### src/hdl/pmc_consts.svh
// constants for the parallel master port control block
`ifndef PMC_CONSTS_SVH
`define PMC_CONSTS_SVH
`define PMC_ADDR_W         4
`define PMC_CTRL_ADDR      4'h0
`define PMC_ADDR_ADDR      4'h1
`define PMC_DATA_ADDR      4'h2
`define PMC_STAT_ADDR      4'h3
`define PMC_CTRL_RESET     16'h0000
`define PMC_CTRL_WMASK     16'hBFEF
`define PMC_BIT_EN         15
`define PMC_BIT_SIDL       13
`define PMC_MUX_HI         12
`define PMC_MUX_LO         11
`define PMC_BIT_BEEN       10
`define PMC_BIT_WREN       9
`define PMC_BIT_RDEN       8
`define PMC_CSF_HI         7
`define PMC_CSF_LO         6
`define PMC_BIT_ALP        5
`define PMC_BIT_SELECT_ONE_POLARITY       3
`define PMC_CSF_CHIPSEL    2'h2
`define PMC_STROBE_NS      8
`define PMC_CLK_NS         4
`define PMC_STROBE_CYC     ((`PMC_STROBE_NS + `PMC_CLK_NS - 1) / `PMC_CLK_NS)
`endif

### src/hdl/pmc_pkg.sv
// types for the parallel master port control block
package pmc_pkg;
  typedef enum logic [1:0] {
    PMC_MUX_SEPARATE,
    PMC_MUX_LOW8,
    PMC_MUX_ALL16,
    PMC_MUX_RESERVED
  } pmc_mux_t;
  typedef enum logic [2:0] {
    PMC_IDLE,
    PMC_ALO,
    PMC_AHI,
    PMC_STROBE,
    PMC_DONE
  } pmc_state_t;
endpackage

### src/hdl/pmc_strobe_timer.sv
// counts out the width of one strobe phase
`timescale 1ns/1ps
`default_nettype none
`include "pmc_consts.svh"
module pmc_strobe_timer #(
  parameter int unsigned CYCLES = `PMC_STROBE_CYC
) (
  input  wire logic i_clock,
  input  wire logic i_rst_n,
  input  wire logic i_start,
  input  wire logic i_hold,
  output logic      o_done
);
  typedef struct packed {
    logic [7:0] cnt;
    logic       run;
    logic       done;
  } pmc_tmr_t;
  pmc_tmr_t st_ff;
  pmc_tmr_t nxt_st;

  // hold freezes the count so an idle stop resumes mid phase
  always_comb begin
    nxt_st      = st_ff;
    nxt_st.done = 1'b0;
    if (i_start) begin
      nxt_st.run = 1'b1;
      nxt_st.cnt = 8'h00;
    end else if (st_ff.run && !i_hold) begin
      if (st_ff.cnt == 8'(CYCLES - 1)) begin
        nxt_st.run  = 1'b0;
        nxt_st.done = 1'b1;
      end else begin
        nxt_st.cnt = st_ff.cnt + 8'h01;
      end
    end
  end

  always_ff @(posedge i_clock or negedge i_rst_n) begin
    if (!i_rst_n) begin
      st_ff <= '0;
    end else begin
      st_ff <= nxt_st;
    end
  end

  assign o_done = st_ff.done;
endmodule
`default_nettype wire

### src/hdl/pmc_parallel_master_port_control.sv
// control register and pin sequencing of the parallel master port
//
// Added by the designer: the plain strobed port and the register offsets.
`timescale 1ns/1ps
`default_nettype none
`include "pmc_consts.svh"
module pmc_parallel_master_port_control
  import pmc_pkg::*;
(
  input  wire logic                   i_clock,
  input  wire logic                   i_rst_n,
  input  wire logic [`PMC_ADDR_W-1:0] i_reg_addr,
  input  wire logic [15:0]            i_reg_wdata,
  input  wire logic                   i_reg_wr,
  input  wire logic                   i_reg_rd,
  output logic      [15:0]            o_reg_rdata,
  input  wire logic                   i_idle_mode,
  input  wire logic [7:0]             i_port_data_lines,
  output logic      [7:0]             o_port_data_lines,
  output logic                        o_port_data_lines_oe,
  output logic      [15:0]            o_port_address_lines,
  output logic                        o_byte_enable_pin,
  output logic                        o_byte_enable_pin_oe,
  output logic                        o_write_strobe_pin,
  output logic                        o_write_strobe_pin_oe,
  output logic                        o_read_strobe_pin,
  output logic                        o_read_strobe_pin_oe,
  output logic                        o_chip_select_one_pin,
  output logic                        o_chip_select_one_pin_oe,
  output logic                        o_low_address_latch_pin,
  output logic                        o_high_address_latch_pin
);
  typedef struct packed {
    logic [15:0] ctrl;
    logic [15:0] addr;
    logic [7:0]  wdata;
    logic [7:0]  rdata;
    logic        dir_rd;
    logic        busy;
    logic        idle_s1;
    logic        idle_s2;
    logic [7:0]  din_s1;
    logic [7:0]  din_s2;
    pmc_state_t  state;
    logic        timer_go;
    logic [15:0] rd_out;
    logic [7:0]  pd_out;
    logic        pd_oe;
    logic [15:0] pa_out;
    logic        alo;
    logic        ahi;
    logic        strobe;
  } pmc_state_s_t;

  pmc_state_s_t st_ff;
  pmc_state_s_t nxt_st;
  logic         phase_done;
  logic         halted;
  logic         port_on;
  pmc_mux_t     mux_mode;
  logic         cs_is_chipsel;
  logic         cs_active;
  logic         alo_live;
  logic         ahi_live;

  // control fields decoded from the register
  assign port_on       = st_ff.ctrl[`PMC_BIT_EN];
  assign mux_mode      = pmc_mux_t'(st_ff.ctrl[`PMC_MUX_HI:`PMC_MUX_LO]);
  assign cs_is_chipsel = (st_ff.ctrl[`PMC_CSF_HI:`PMC_CSF_LO] == `PMC_CSF_CHIPSEL);
  // stop in idle only when software asked for it
  assign halted        = st_ff.ctrl[`PMC_BIT_SIDL] && st_ff.idle_s2;

  pmc_strobe_timer #(
    .CYCLES (`PMC_STROBE_CYC)
  ) u_timer (
    .i_clock (i_clock),
    .i_rst_n (i_rst_n),
    .i_start (st_ff.timer_go),
    .i_hold  (halted),
    .o_done  (phase_done)
  );

  // register access, synchronisers and the access sequencer
  always_comb begin
    nxt_st          = st_ff;
    nxt_st.timer_go = 1'b0;
    nxt_st.rd_out   = 16'h0000;
    nxt_st.idle_s1  = i_idle_mode;
    nxt_st.idle_s2  = st_ff.idle_s1;
    nxt_st.din_s1   = i_port_data_lines;
    nxt_st.din_s2   = st_ff.din_s1;
    // reserved bits are masked so they stay zero
    if (i_reg_wr) begin
      case (i_reg_addr)
        `PMC_CTRL_ADDR: nxt_st.ctrl = i_reg_wdata & `PMC_CTRL_WMASK;
        `PMC_ADDR_ADDR: nxt_st.addr = i_reg_wdata;
        `PMC_DATA_ADDR: begin
          // a start while disabled or busy is dropped, data and direction too,
          // so a running access never sees its byte or direction change
          if (port_on && !st_ff.busy) begin
            nxt_st.busy   = 1'b1;
            nxt_st.wdata  = i_reg_wdata[7:0];
            nxt_st.dir_rd = i_reg_wdata[15];
          end
        end
        default: ;
      endcase
    end
    if (i_reg_rd) begin
      case (i_reg_addr)
        `PMC_CTRL_ADDR: nxt_st.rd_out = st_ff.ctrl & `PMC_CTRL_WMASK;
        `PMC_ADDR_ADDR: nxt_st.rd_out = st_ff.addr;
        `PMC_DATA_ADDR: nxt_st.rd_out = {8'h00, st_ff.rdata};
        `PMC_STAT_ADDR: nxt_st.rd_out = {15'h0000, st_ff.busy};
        default:        nxt_st.rd_out = 16'h0000;
      endcase
    end
    // sequencer; held in place while halted unless the port is disabled, which returns it to idle
    if (!port_on) begin
      nxt_st.state  = PMC_IDLE;
      nxt_st.busy   = 1'b0;
      nxt_st.alo    = 1'b0;
      nxt_st.ahi    = 1'b0;
      nxt_st.strobe = 1'b0;
      nxt_st.pd_oe  = 1'b0;
    end else if (!halted) begin
      case (st_ff.state)
        PMC_IDLE: begin
          if (st_ff.busy) begin
            nxt_st.timer_go = 1'b1;
            nxt_st.pa_out   = st_ff.addr;
            case (mux_mode)
              PMC_MUX_ALL16, PMC_MUX_LOW8: begin
                nxt_st.state = PMC_ALO;
                nxt_st.alo   = 1'b1;
                nxt_st.pd_out = st_ff.addr[7:0];
                nxt_st.pd_oe  = 1'b1;
              end
              default: begin
                nxt_st.state  = PMC_STROBE;
                nxt_st.strobe = 1'b1;
                nxt_st.pd_out = st_ff.wdata;
                nxt_st.pd_oe  = !st_ff.dir_rd;
              end
            endcase
          end
        end
        PMC_ALO: begin
          if (phase_done) begin
            nxt_st.alo      = 1'b0;
            nxt_st.timer_go = 1'b1;
            if (mux_mode == PMC_MUX_ALL16) begin
              nxt_st.state  = PMC_AHI;
              nxt_st.ahi    = 1'b1;
              nxt_st.pd_out = st_ff.addr[15:8];
            end else begin
              nxt_st.state  = PMC_STROBE;
              nxt_st.strobe = 1'b1;
              nxt_st.pd_out = st_ff.wdata;
              nxt_st.pd_oe  = !st_ff.dir_rd;
            end
          end
        end
        PMC_AHI: begin
          if (phase_done) begin
            nxt_st.ahi      = 1'b0;
            nxt_st.timer_go = 1'b1;
            nxt_st.state    = PMC_STROBE;
            nxt_st.strobe   = 1'b1;
            nxt_st.pd_out   = st_ff.wdata;
            nxt_st.pd_oe    = !st_ff.dir_rd;
          end
        end
        PMC_STROBE: begin
          if (phase_done) begin
            nxt_st.strobe = 1'b0;
            nxt_st.state  = PMC_DONE;
            if (st_ff.dir_rd) begin
              nxt_st.rdata = st_ff.din_s2;
            end
          end
        end
        PMC_DONE: begin
          nxt_st.pd_oe = 1'b0;
          nxt_st.busy  = 1'b0;
          nxt_st.state = PMC_IDLE;
        end
        default: nxt_st.state = PMC_IDLE;
      endcase
    end
  end

  always_ff @(posedge i_clock or negedge i_rst_n) begin
    if (!i_rst_n) begin
      st_ff       <= '0;
      st_ff.ctrl  <= `PMC_CTRL_RESET;
      st_ff.state <= PMC_IDLE;
    end else begin
      st_ff <= nxt_st;
    end
  end

  // address lines: dedicated upper bits depend on mux mode
  always_comb begin
    case (mux_mode)
      PMC_MUX_ALL16: o_port_address_lines = 16'h0000;
      PMC_MUX_LOW8:  o_port_address_lines = {5'h00, st_ff.pa_out[10:8], 8'h00};
      default:       o_port_address_lines = st_ff.pa_out;
    endcase
  end

  // strobe pins only when their enable bit is set
  // gated by the enable so a disable silences the pins at once, not a cycle late
  assign cs_active = port_on && st_ff.busy && st_ff.state != PMC_IDLE;
  assign alo_live  = port_on && st_ff.alo;
  assign ahi_live  = port_on && st_ff.ahi;
  assign o_reg_rdata           = st_ff.rd_out;
  assign o_port_data_lines     = st_ff.pd_out;
  assign o_port_data_lines_oe  = port_on && st_ff.pd_oe;
  assign o_byte_enable_pin     = port_on && st_ff.strobe;
  assign o_byte_enable_pin_oe  = port_on && st_ff.ctrl[`PMC_BIT_BEEN];
  assign o_write_strobe_pin    = port_on && st_ff.strobe && !st_ff.dir_rd;
  assign o_write_strobe_pin_oe = port_on && st_ff.ctrl[`PMC_BIT_WREN];
  assign o_read_strobe_pin     = port_on && st_ff.strobe && st_ff.dir_rd;
  assign o_read_strobe_pin_oe  = port_on && st_ff.ctrl[`PMC_BIT_RDEN];
  // polarity only applies when the pin is a strobe, not address
  assign o_chip_select_one_pin    = cs_is_chipsel ?
                                    (cs_active ~^ st_ff.ctrl[`PMC_BIT_SELECT_ONE_POLARITY]) :
                                    st_ff.pa_out[14];
  assign o_chip_select_one_pin_oe = port_on;
  assign o_low_address_latch_pin  = (mux_mode == PMC_MUX_SEPARATE) ? st_ff.pa_out[0] :
                                    (alo_live ~^ st_ff.ctrl[`PMC_BIT_ALP]);
  assign o_high_address_latch_pin = (mux_mode == PMC_MUX_SEPARATE) ? st_ff.pa_out[1] :
                                    (ahi_live ~^ st_ff.ctrl[`PMC_BIT_ALP]);
endmodule
`default_nettype wire

### config.mk
export PLATFORM = sky130hd
export DESIGN_NAME = pmc_parallel_master_port_control
export DESIGN_NICKNAME = d
export VERILOG_FILES = /design/src/hdl/pmc_pkg.sv /design/src/hdl/pmc_strobe_timer.sv /design/src/hdl/pmc_parallel_master_port_control.sv
export VERILOG_INCLUDE_DIRS = /design/src /design/src/hdl
export SDC_FILE = /design/constraint.sdc
export NUM_CORES = 1
export LEC_CHECK = 0
export BUFFER_PORTS_ARGS = -buffer_cell sky130_fd_sc_hd__buf_2
export CAP_MARGIN = 30
export CORE_ASPECT_RATIO = 2
export CORE_MARGIN = 10
export CORE_UTILIZATION = 50
export CTS_CLUSTER_DIAMETER = 60
export DETAILED_ROUTE_END_ITERATION = 10
export PLACE_DENSITY_LB_ADDON = 0.08
export SLEW_MARGIN = 10
export SYNTH_ARGS = -nofsm -noshare
export SYNTH_HDL_FRONTEND = slang
export SYNTH_HIERARCHICAL = 1
export SYNTH_SLANG_ARGS = --single-unit
### constraint.sdc
create_clock -name i_clock -period 1.91 [get_ports i_clock]
set_clock_uncertainty 0.2 [all_clocks]
set_input_delay 0.191 -clock i_clock [delete_from_list [all_inputs] [get_ports i_clock]]
set_output_delay 0.191 -clock i_clock [all_outputs]
set_load 0.005 [all_outputs]
==> run summary, run 1 <==
clk slew on worst S/H paths -> 0.06 ns
synthesized cell area -> 0.00573 mm2
fin nets -> 662
final core occ -> 70.0%
ant diodes -> 0
CTS tree -> done
Fin. Hold Viols -> 0
grt ovf -> 0
number of distinct library cells after synthesis -> 59
fin crit share -> 114%
Tmin final -> 2.18 ns
Die X -> 95.7 um
worst skew pair latency -> 0.40 ns
post-synth top area share -> 54.1%
CTS Buf Count -> 17
unrepaired setup endpoints after global routing -> yes
register area -> 0.00310 mm2
Req. time, crit path -> 1.52 ns
maximum vdd drop -> 0.727 mV
number of fill cells -> 821
syn avg cell area -> 12.1 um2
antenna viol nets, final -> 0
pwr dens -> 1110 mW/mm2
Final WS setup -> -0.272 ns
initial antenna violation count -> 0
PortBufs -> 83
I/O pin total -> 84
max incr delay on CP -> 0.42 ns
synth top area cells -> dfrtp_1 54%, mux2_2 11%, buf_4 3.1%
CTS root buffer -> clkbuf_16
outcome -> finished with violations
htree depth -> 4
Vias -> 4205
#FFs+latches synth -> 124
CTS sink count -> 124
largest net degree at the start of global routing -> 47
Global Route Usage Sum -> 19.3%
CP Capture Type -> output port
WP buf/inv -> 2
Longest Clk Path Bufs -> 2
Yosys warnings -> 6
vias in the first global route -> 4525
Async SR Flop Fraction -> 100%
Area growth syn-to-layout -> 37.8%
DR iter-0 viols -> 163
leakage power figure -> 0.00385 uW
Synth Flop Type -> dfrtp_1
total power -> 8740 uW
Hold WC Path Type -> in -> async
Slowest cell on crit path -> dfrtp_1
Die Ht -> 171 um
share of layout cells above drive strength 1 -> 46.9%
Post-Syn Instances -> 475
critical path's top delay family -> compound AO/OA/AOI/OAI gates
Reg2Reg Depth -> 7
startpoint types -> flop
failing checks -> negative setup slack
multi-input logic area -> 0.00257 mm2
number of cells on the critical path -> 5
core area -> 0.0113 mm2
Synth Net Count -> 513
critical-path maximum fanout -> 2
Initial Utilization -> 50.8%
fin. max-slew vios -> 0
Worst Path Arrival -> 1.79 ns
Final setup viols -> 28
slew margin rel. -> 69.1%
Routed WL -> 15300 um
WL/cell -> 19.7 um
post-DR vias/cell -> 5.40
drt pass-1 iters -> 6
Post-synth EDFFs -> 0
crit path kind -> reg -> out
Rows -> 55
Seq/Total Area, Yosys -> 54.1%
max-cap check violation count -> 0
Yosys top cell by area -> dfrtp_1
Max Freq -> 458 MHz
commonest non-fill, non-tap cells in the layout -> 123 x dfrtp_1, 78 x buf_2, 51 x buf_4
HPWL after detailed placement -> 11100 um
die area -> 0.0164 mm2
commonest non-fill, non-tap cell in the layout -> dfrtp_1
gp weighted congestion -> 0.844
DRC -> 0
worst slew pin tran -> 0.464 ns
critical-path cell list -> o311ai_2 -> buf_4 -> xnor2_2 -> o31ai_2 -> buf_2
global-route wire length before repair -> 24000 um
## Yosys cell counts, types with 2 or more instances
master    instances
a21boi_0          4
a21o_1            3
a21oi_1          24
a22oi_1           9
a31oi_1           8
a32oi_1           7
and2_1           10
and3_1            4
buf_2             8
buf_4            24
buf_6             4
clkbuf_1         10
dfrtp_1         124
ha_1              5
inv_1             9
mux2_1            2
mux2_2           55
mux2_4           10
mux2i_1           8
nand2_1          25
nand2_4           2
nand2b_1          3
nand3_1           4
nand3_2           2
nand3b_1          5
nor2_1           31
nor2b_1          21
nor3_1            2
nor4_1            2
o211a_1           5
o21ai_0           9
o21ai_1           2
o31ai_1           2
or3_1             3
or3b_2            2
xnor2_1           4
## through the flow
step           setup TNS [ns]  std cells  worst slack, ns  instance area, um2  hold slack (ns)
2_1_floorplan         -0.0186        475          -0.0186                5750           -0.305
3_3_place_gp           -0.557        703           -0.252                6420          -0.0599
3_5_place_dp            -1.18        703          -0.0834                6420          -0.0594
4_1_cts                 -1.32        768           -0.343                7590           0.0512
5_1_grt                 -3.45        779           -0.308                7900           0.0825
6_report                -1.62        779           -0.272                7900           0.0538
## cell type report
type | instances | area share [%]
clock buffer | 20 | 5.91
clock inverter | 12 | 2.93
inverter | 10 | 0.475
multi-input combinational | 295 | 32.5
sequential | 124 | 39.3
tap | 142 | 2.25
timing repair buffer | 176 | 16.6
## kinds of logic (layout without fill, tap and decap cells)
| family | after synthesis | in the layout | synth area share (%) |
|---|---|---|---|
| muxes | 75 | 75 | 15.2 |
| AOI/OAI and AO/OA | 84 | 84 | 10.0 |
| and+or+nand+nor | 127 | 127 | 13.0 |
| buffers and inverters | 56 | 218 | 5.94 |
| adders and majority gates | 5 | 5 | 1.09 |
| DFF | 124 | 124 | 54.1 |
| xor gates and xnor gates | 4 | 4 | 0.611 |
## worst reg2reg max path, stage by stage, from the launching register on
cell,delay (ns)
dfrtp_1,0.42
buf_4,0.16
buf_6,0.11
buf_8,0.13
xnor2_2,0.19
o21ai_0,0.14
a2111oi_1,0.39
mux2_2,0.23
## metal layers
metal	vias to the layer above	global-route usage (%)	share of wire [%]
met3	18	4.50	4.1
met4	0	7.61	2.2
met1	2122	19.8	36
li1	1961	-	-
met2	104	35.9	57
met5	-	0	0
## power breakdown
part           total [uW]  switching, uW  internal, uW
registers            3280            326          2950
logic                1720            772           953
clock network        3740           1170          2570
## timing repair
| action | in CTS | in global routing |
|---|---|---|
| gates cloned | 0 | 1 |
| hold buffers | 27 | 0 |
| endpoints found under the hold margin | 173 | 0 |
| buffers inserted | 6 | 10 |
| gates resized for setup | 35 | 47 |
| setup endpoints to repair | 47 | 48 |
| pin swaps | 11 | 17 |
## final timing paths
path | startpoint | end | slack, ns
min in group i_clock | i_reg_addr[1] | o_reg_rdata[4] | 0.12
max | st_ff[45] | o_chip_select_one_pin | -0.27
min | i_rst_n | o_reg_rdata[9] | 0.05
max in group asynchronous | i_rst_n | o_reg_rdata[2] | 0.85
min reg2reg | nxt_st[48] | st_ff[48] | 0.15
max reg2reg | st_ff[45] | st_ff[19] | -0.11
## flip-flops by register name (all words and copies together), names as in the netlist
register,flops
mux_mode,2
o_chip_select_one_pin_oe,1
u_timer/st_ff,9
u_timer/o_done,1
o_reg_rdata,16
st_ff,78
o_port_data_lines,8
nxt_st,9
Note: power is estimated with default switching activity, not from simulation.
==> inputs of run 2 (changes only) <==
--- a/config.mk
+++ b/config.mk
@@ -6,13 +6,14 @@
 export SDC_FILE = /design/constraint.sdc
 export NUM_CORES = 1
 export LEC_CHECK = 0
-export BUFFER_PORTS_ARGS = -buffer_cell sky130_fd_sc_hd__buf_2
+export BUFFER_PORTS_ARGS = -buffer_cell sky130_fd_sc_hd__buf_4
 export CAP_MARGIN = 30
 export CORE_ASPECT_RATIO = 2
 export CORE_MARGIN = 10
 export CORE_UTILIZATION = 50
 export CTS_CLUSTER_DIAMETER = 60
 export DETAILED_ROUTE_END_ITERATION = 10
+export GPL_TIMING_DRIVEN = 1
 export PLACE_DENSITY_LB_ADDON = 0.08
 export SLEW_MARGIN = 10
 export SYNTH_ARGS = -nofsm -noshare
==> constraint.sdc (replaced) <==
create_clock -name i_clock -period 2.31 [get_ports i_clock]
set_clock_uncertainty 0.2 [all_clocks]
set_input_delay 0.231 -clock i_clock [delete_from_list [all_inputs] [get_ports i_clock]]
set_output_delay 0.231 -clock i_clock [all_outputs]
set_load 0.005 [all_outputs]
==> run 2 against run 1 <==
  * The flow now finishes without violations
  * Global-route usage is 0.34 points higher
  * Clock power fell by 28%
  * Worst setup slack better by 0.34 ns
  * Largest cell class unchanged
  * Highest routed layer unchanged
==> run summary, run 2 (synthesis gave the netlist of run 1 again) <==
Area growth syn-to-layout -> 28.4% (was 37.8%)
Final setup viols -> 0 (was 28)
Crit Reg-Reg Endpoint -> o_port_data_lines[4] (was st_ff[19])
die area -> 0.0164 mm2 (unchanged)
fin nets -> 622 (was 662)
reg2reg setup slack -> 0.15 ns (was -0.11 ns)
Routed WL -> 15100 um (was 15300 um)
Max Freq -> 445 MHz
pwr dens -> 888 mW/mm2 (was 1110 mW/mm2)
DRC -> 0 (unchanged)
largest net degree at the start of global routing -> 58 (was 47)
Global Route Usage Sum -> 19.7% (was 19.3%)
Largest register FFs -> 78 (unchanged)
Reg2Reg Depth -> 6 (was 7)
worst r2r src -> st_ff[45] (unchanged)
final core occ -> 65.2% (was 70.0%)
CTS sink count -> 124 (unchanged)
Fin. Hold Viols -> 0 (unchanged)
Die Ht -> 171 um (unchanged)
CTS Buf Count -> 17 (unchanged)
Req. time, crit path -> 1.88 ns (was 1.52 ns)
critical path's top delay family -> compound AO/OA/AOI/OAI gates (unchanged)
critical-path cell list -> o311ai_4 -> buf_4 -> xnor2_1 -> o31ai_1 -> buf_4 (was o311ai_2 -> buf_4 -> xnor2_2 -> o31ai_2 -> buf_2)
Hold WC Path Type -> in -> reg (was in -> async)
I/O pin total -> 84 (unchanged)
leakage power figure -> 0.00355 uW (was 0.00385 uW)
slew margin rel. -> 59.6% (was 69.1%)
setup_tns -> 0 ns (was -1.62 ns)
core area -> 0.0113 mm2 (unchanged)
number of fill cells -> 923 (was 821)
Die X -> 95.7 um (unchanged)
htree depth -> 4 (unchanged)
fin. max-slew vios -> 0 (unchanged)
Final WS setup -> 0.0637 ns (was -0.272 ns)
outcome -> completed (was finished with violations)
startpoint types -> flop (unchanged)
commonest non-fill, non-tap cells in the layout -> 123 x dfrtp_1, 107 x buf_4, 55 x mux2_2 (was 123 x dfrtp_1, 78 x buf_2, 51 x buf_4)
max incr delay on CP -> 0.40 ns (was 0.42 ns)
placed cell area -> 0.00642 mm2 (about the same)
multi-input logic area -> 0.00232 mm2 (was 0.00257 mm2)
Longest Clk Path Bufs -> 2 (unchanged)
Tmin final -> 2.25 ns
grt ovf -> 0 (unchanged)
CTS root buffer -> clkbuf_16 (unchanged)
WL/cell -> 20.5 um (was 19.7 um)
DR iter-0 viols -> 224 (was 163)
fin area -> 0.00736 mm2 (was 0.00790 mm2)
worst skew pair latency -> 0.41 ns (was 0.40 ns)
critical-path maximum fanout -> 2 (unchanged)
post-DR vias/cell -> 5.51 (was 5.40)
Slowest cell on crit path -> dfrtp_1 (unchanged)
share of layout cells above drive strength 1 -> 37.4% (was 46.9%)
Worst Setup SP -> st_ff[45] (unchanged)
global-route wire length before repair -> 24400 um (was 24000 um)
critical path capture point -> o_chip_select_one_pin (unchanged)
number of cells on the critical path -> 5 (unchanged)
vias in the first global route -> 4579 (was 4525)
antenna viol nets, final -> 0 (unchanged)
worst slew pin tran -> 0.604 ns (was 0.464 ns)
CTS tree -> done (unchanged)
Initial Utilization -> 50.8% (unchanged)
max-cap check violation count -> 0 (unchanged)
ant diodes -> 0 (unchanged)
PortBufs -> 83 (unchanged)
WP buf/inv -> 2 (unchanged)
CP Capture Type -> output port (unchanged)
crit-path most repeated cell -> buf_4
clk slew on worst S/H paths -> 0.06 ns (about the same)
HPWL after detailed placement -> 11300 um (was 11100 um)
dpl ws -> 0.231 ns (was -0.0834 ns)
commonest non-fill, non-tap cell in the layout -> dfrtp_1 (unchanged)
register area -> 0.00310 mm2 (unchanged)
gp weighted congestion -> 0.903 (was 0.844)
Rows -> 55 (unchanged)
Worst Path Arrival -> 1.82 ns (was 1.79 ns)
crit path kind -> reg -> out (unchanged)
fin crit share -> 97.2%
maximum vdd drop -> 0.582 mV (was 0.727 mV)
drt pass-1 iters -> 4 (was 6)
initial antenna violation count -> 0 (unchanged)
Most flops, register -> st_ff (unchanged)
Vias -> 4072 (was 4205)
-- run 2: cell types whose count changed in the layout (fill, tap and decap cells not counted), moves of 4 or more --
cell       delta
buf_4        +56
bufinv_16     -4
mux2_2        +5
mux2_4        -5
buf_6        -13
and2_4        -5
nor2b_4       -6
a32oi_1       +4
nor2b_1       +6
buf_2        -78
inv_6         +4
a32oi_2       -4
buf_8         -4
and2_1        +6
-- run 2: stage by stage --
stage | cells | hold slack (ns) | total power (uW)
global placement | 676 | 0.0166 | 3770
detailed placement | 676 | 0.0201 | 3800
finish | 739 | 0.0564 | 6530
global route | 739 | 0.0637 | 6820
floorplan | 475 | -0.265 | 3290
CTS | 737 | 0.0475 | 6560
-- run 2: layer usage --
metal / GRT usage (%) / share of wire, % / vias to the layer above
met1: 19.2 / 35 / 2069
met5: 0 / 0 / -
met3: 4.50 / 3.9 / 32
li1: - / - / 1880
met2: 36.9 / 58 / 91
met4: 9.28 / 3.1 / 0
-- run 2: final cells by class --
cell class | count | area share, %
timing repair buffer | 136 | 15.1
clock buffer | 19 | 6.16
inverter | 10 | 0.510
clock inverter | 13 | 2.07
sequential | 124 | 42.2
tap | 142 | 2.41
multi-input combinational | 295 | 31.5
-- run 2: worst min-delay path by stage --
stage	startpoint	end	slack (ns)	cells after the start
final	i_reg_addr[1]	o_reg_rdata[4]	0.06	4
after CTS	i_reg_addr[1]	o_reg_rdata[2]	0.05	4
after floorplan	i_rst_n	mux_mode[0]	-0.26	0
after global placement	i_rst_n	st_ff[64]	0.02	1
after detailed placement	i_rst_n	nxt_st[64]	0.02	1
after global routing	i_reg_addr[1]	o_reg_rdata[4]	0.06	4
-- run 2: timing repair --
action / 4_1_cts / 5_1_grt
hold buffers: 27 / 0
gates resized for setup: 4 / 1
endpoints found under the setup margin: 1 / 4
pin swaps: 1 / 1
gates cloned: 0 / 0
buffers inserted: 2 / 2
endpoints found under the hold margin: 116 / 0
-- run 2: worst register-to-register path, delay by kind of cell (launching register included) --
kind / cells / cell delay, ns
and+or+nand+nor: 1 / 0.40
buffers and inverters: 2 / 0.34
AOI/OAI and AO/OA: 3 / 0.69
DFF: 1 / 0.40
-- run 2: report_power, final --
part,internal (uW),switching [uW],leakage [uW]
Combinational,594,516,0.00164
Clock,1670,1030,0.000294
Sequential,2440,275,0.00162
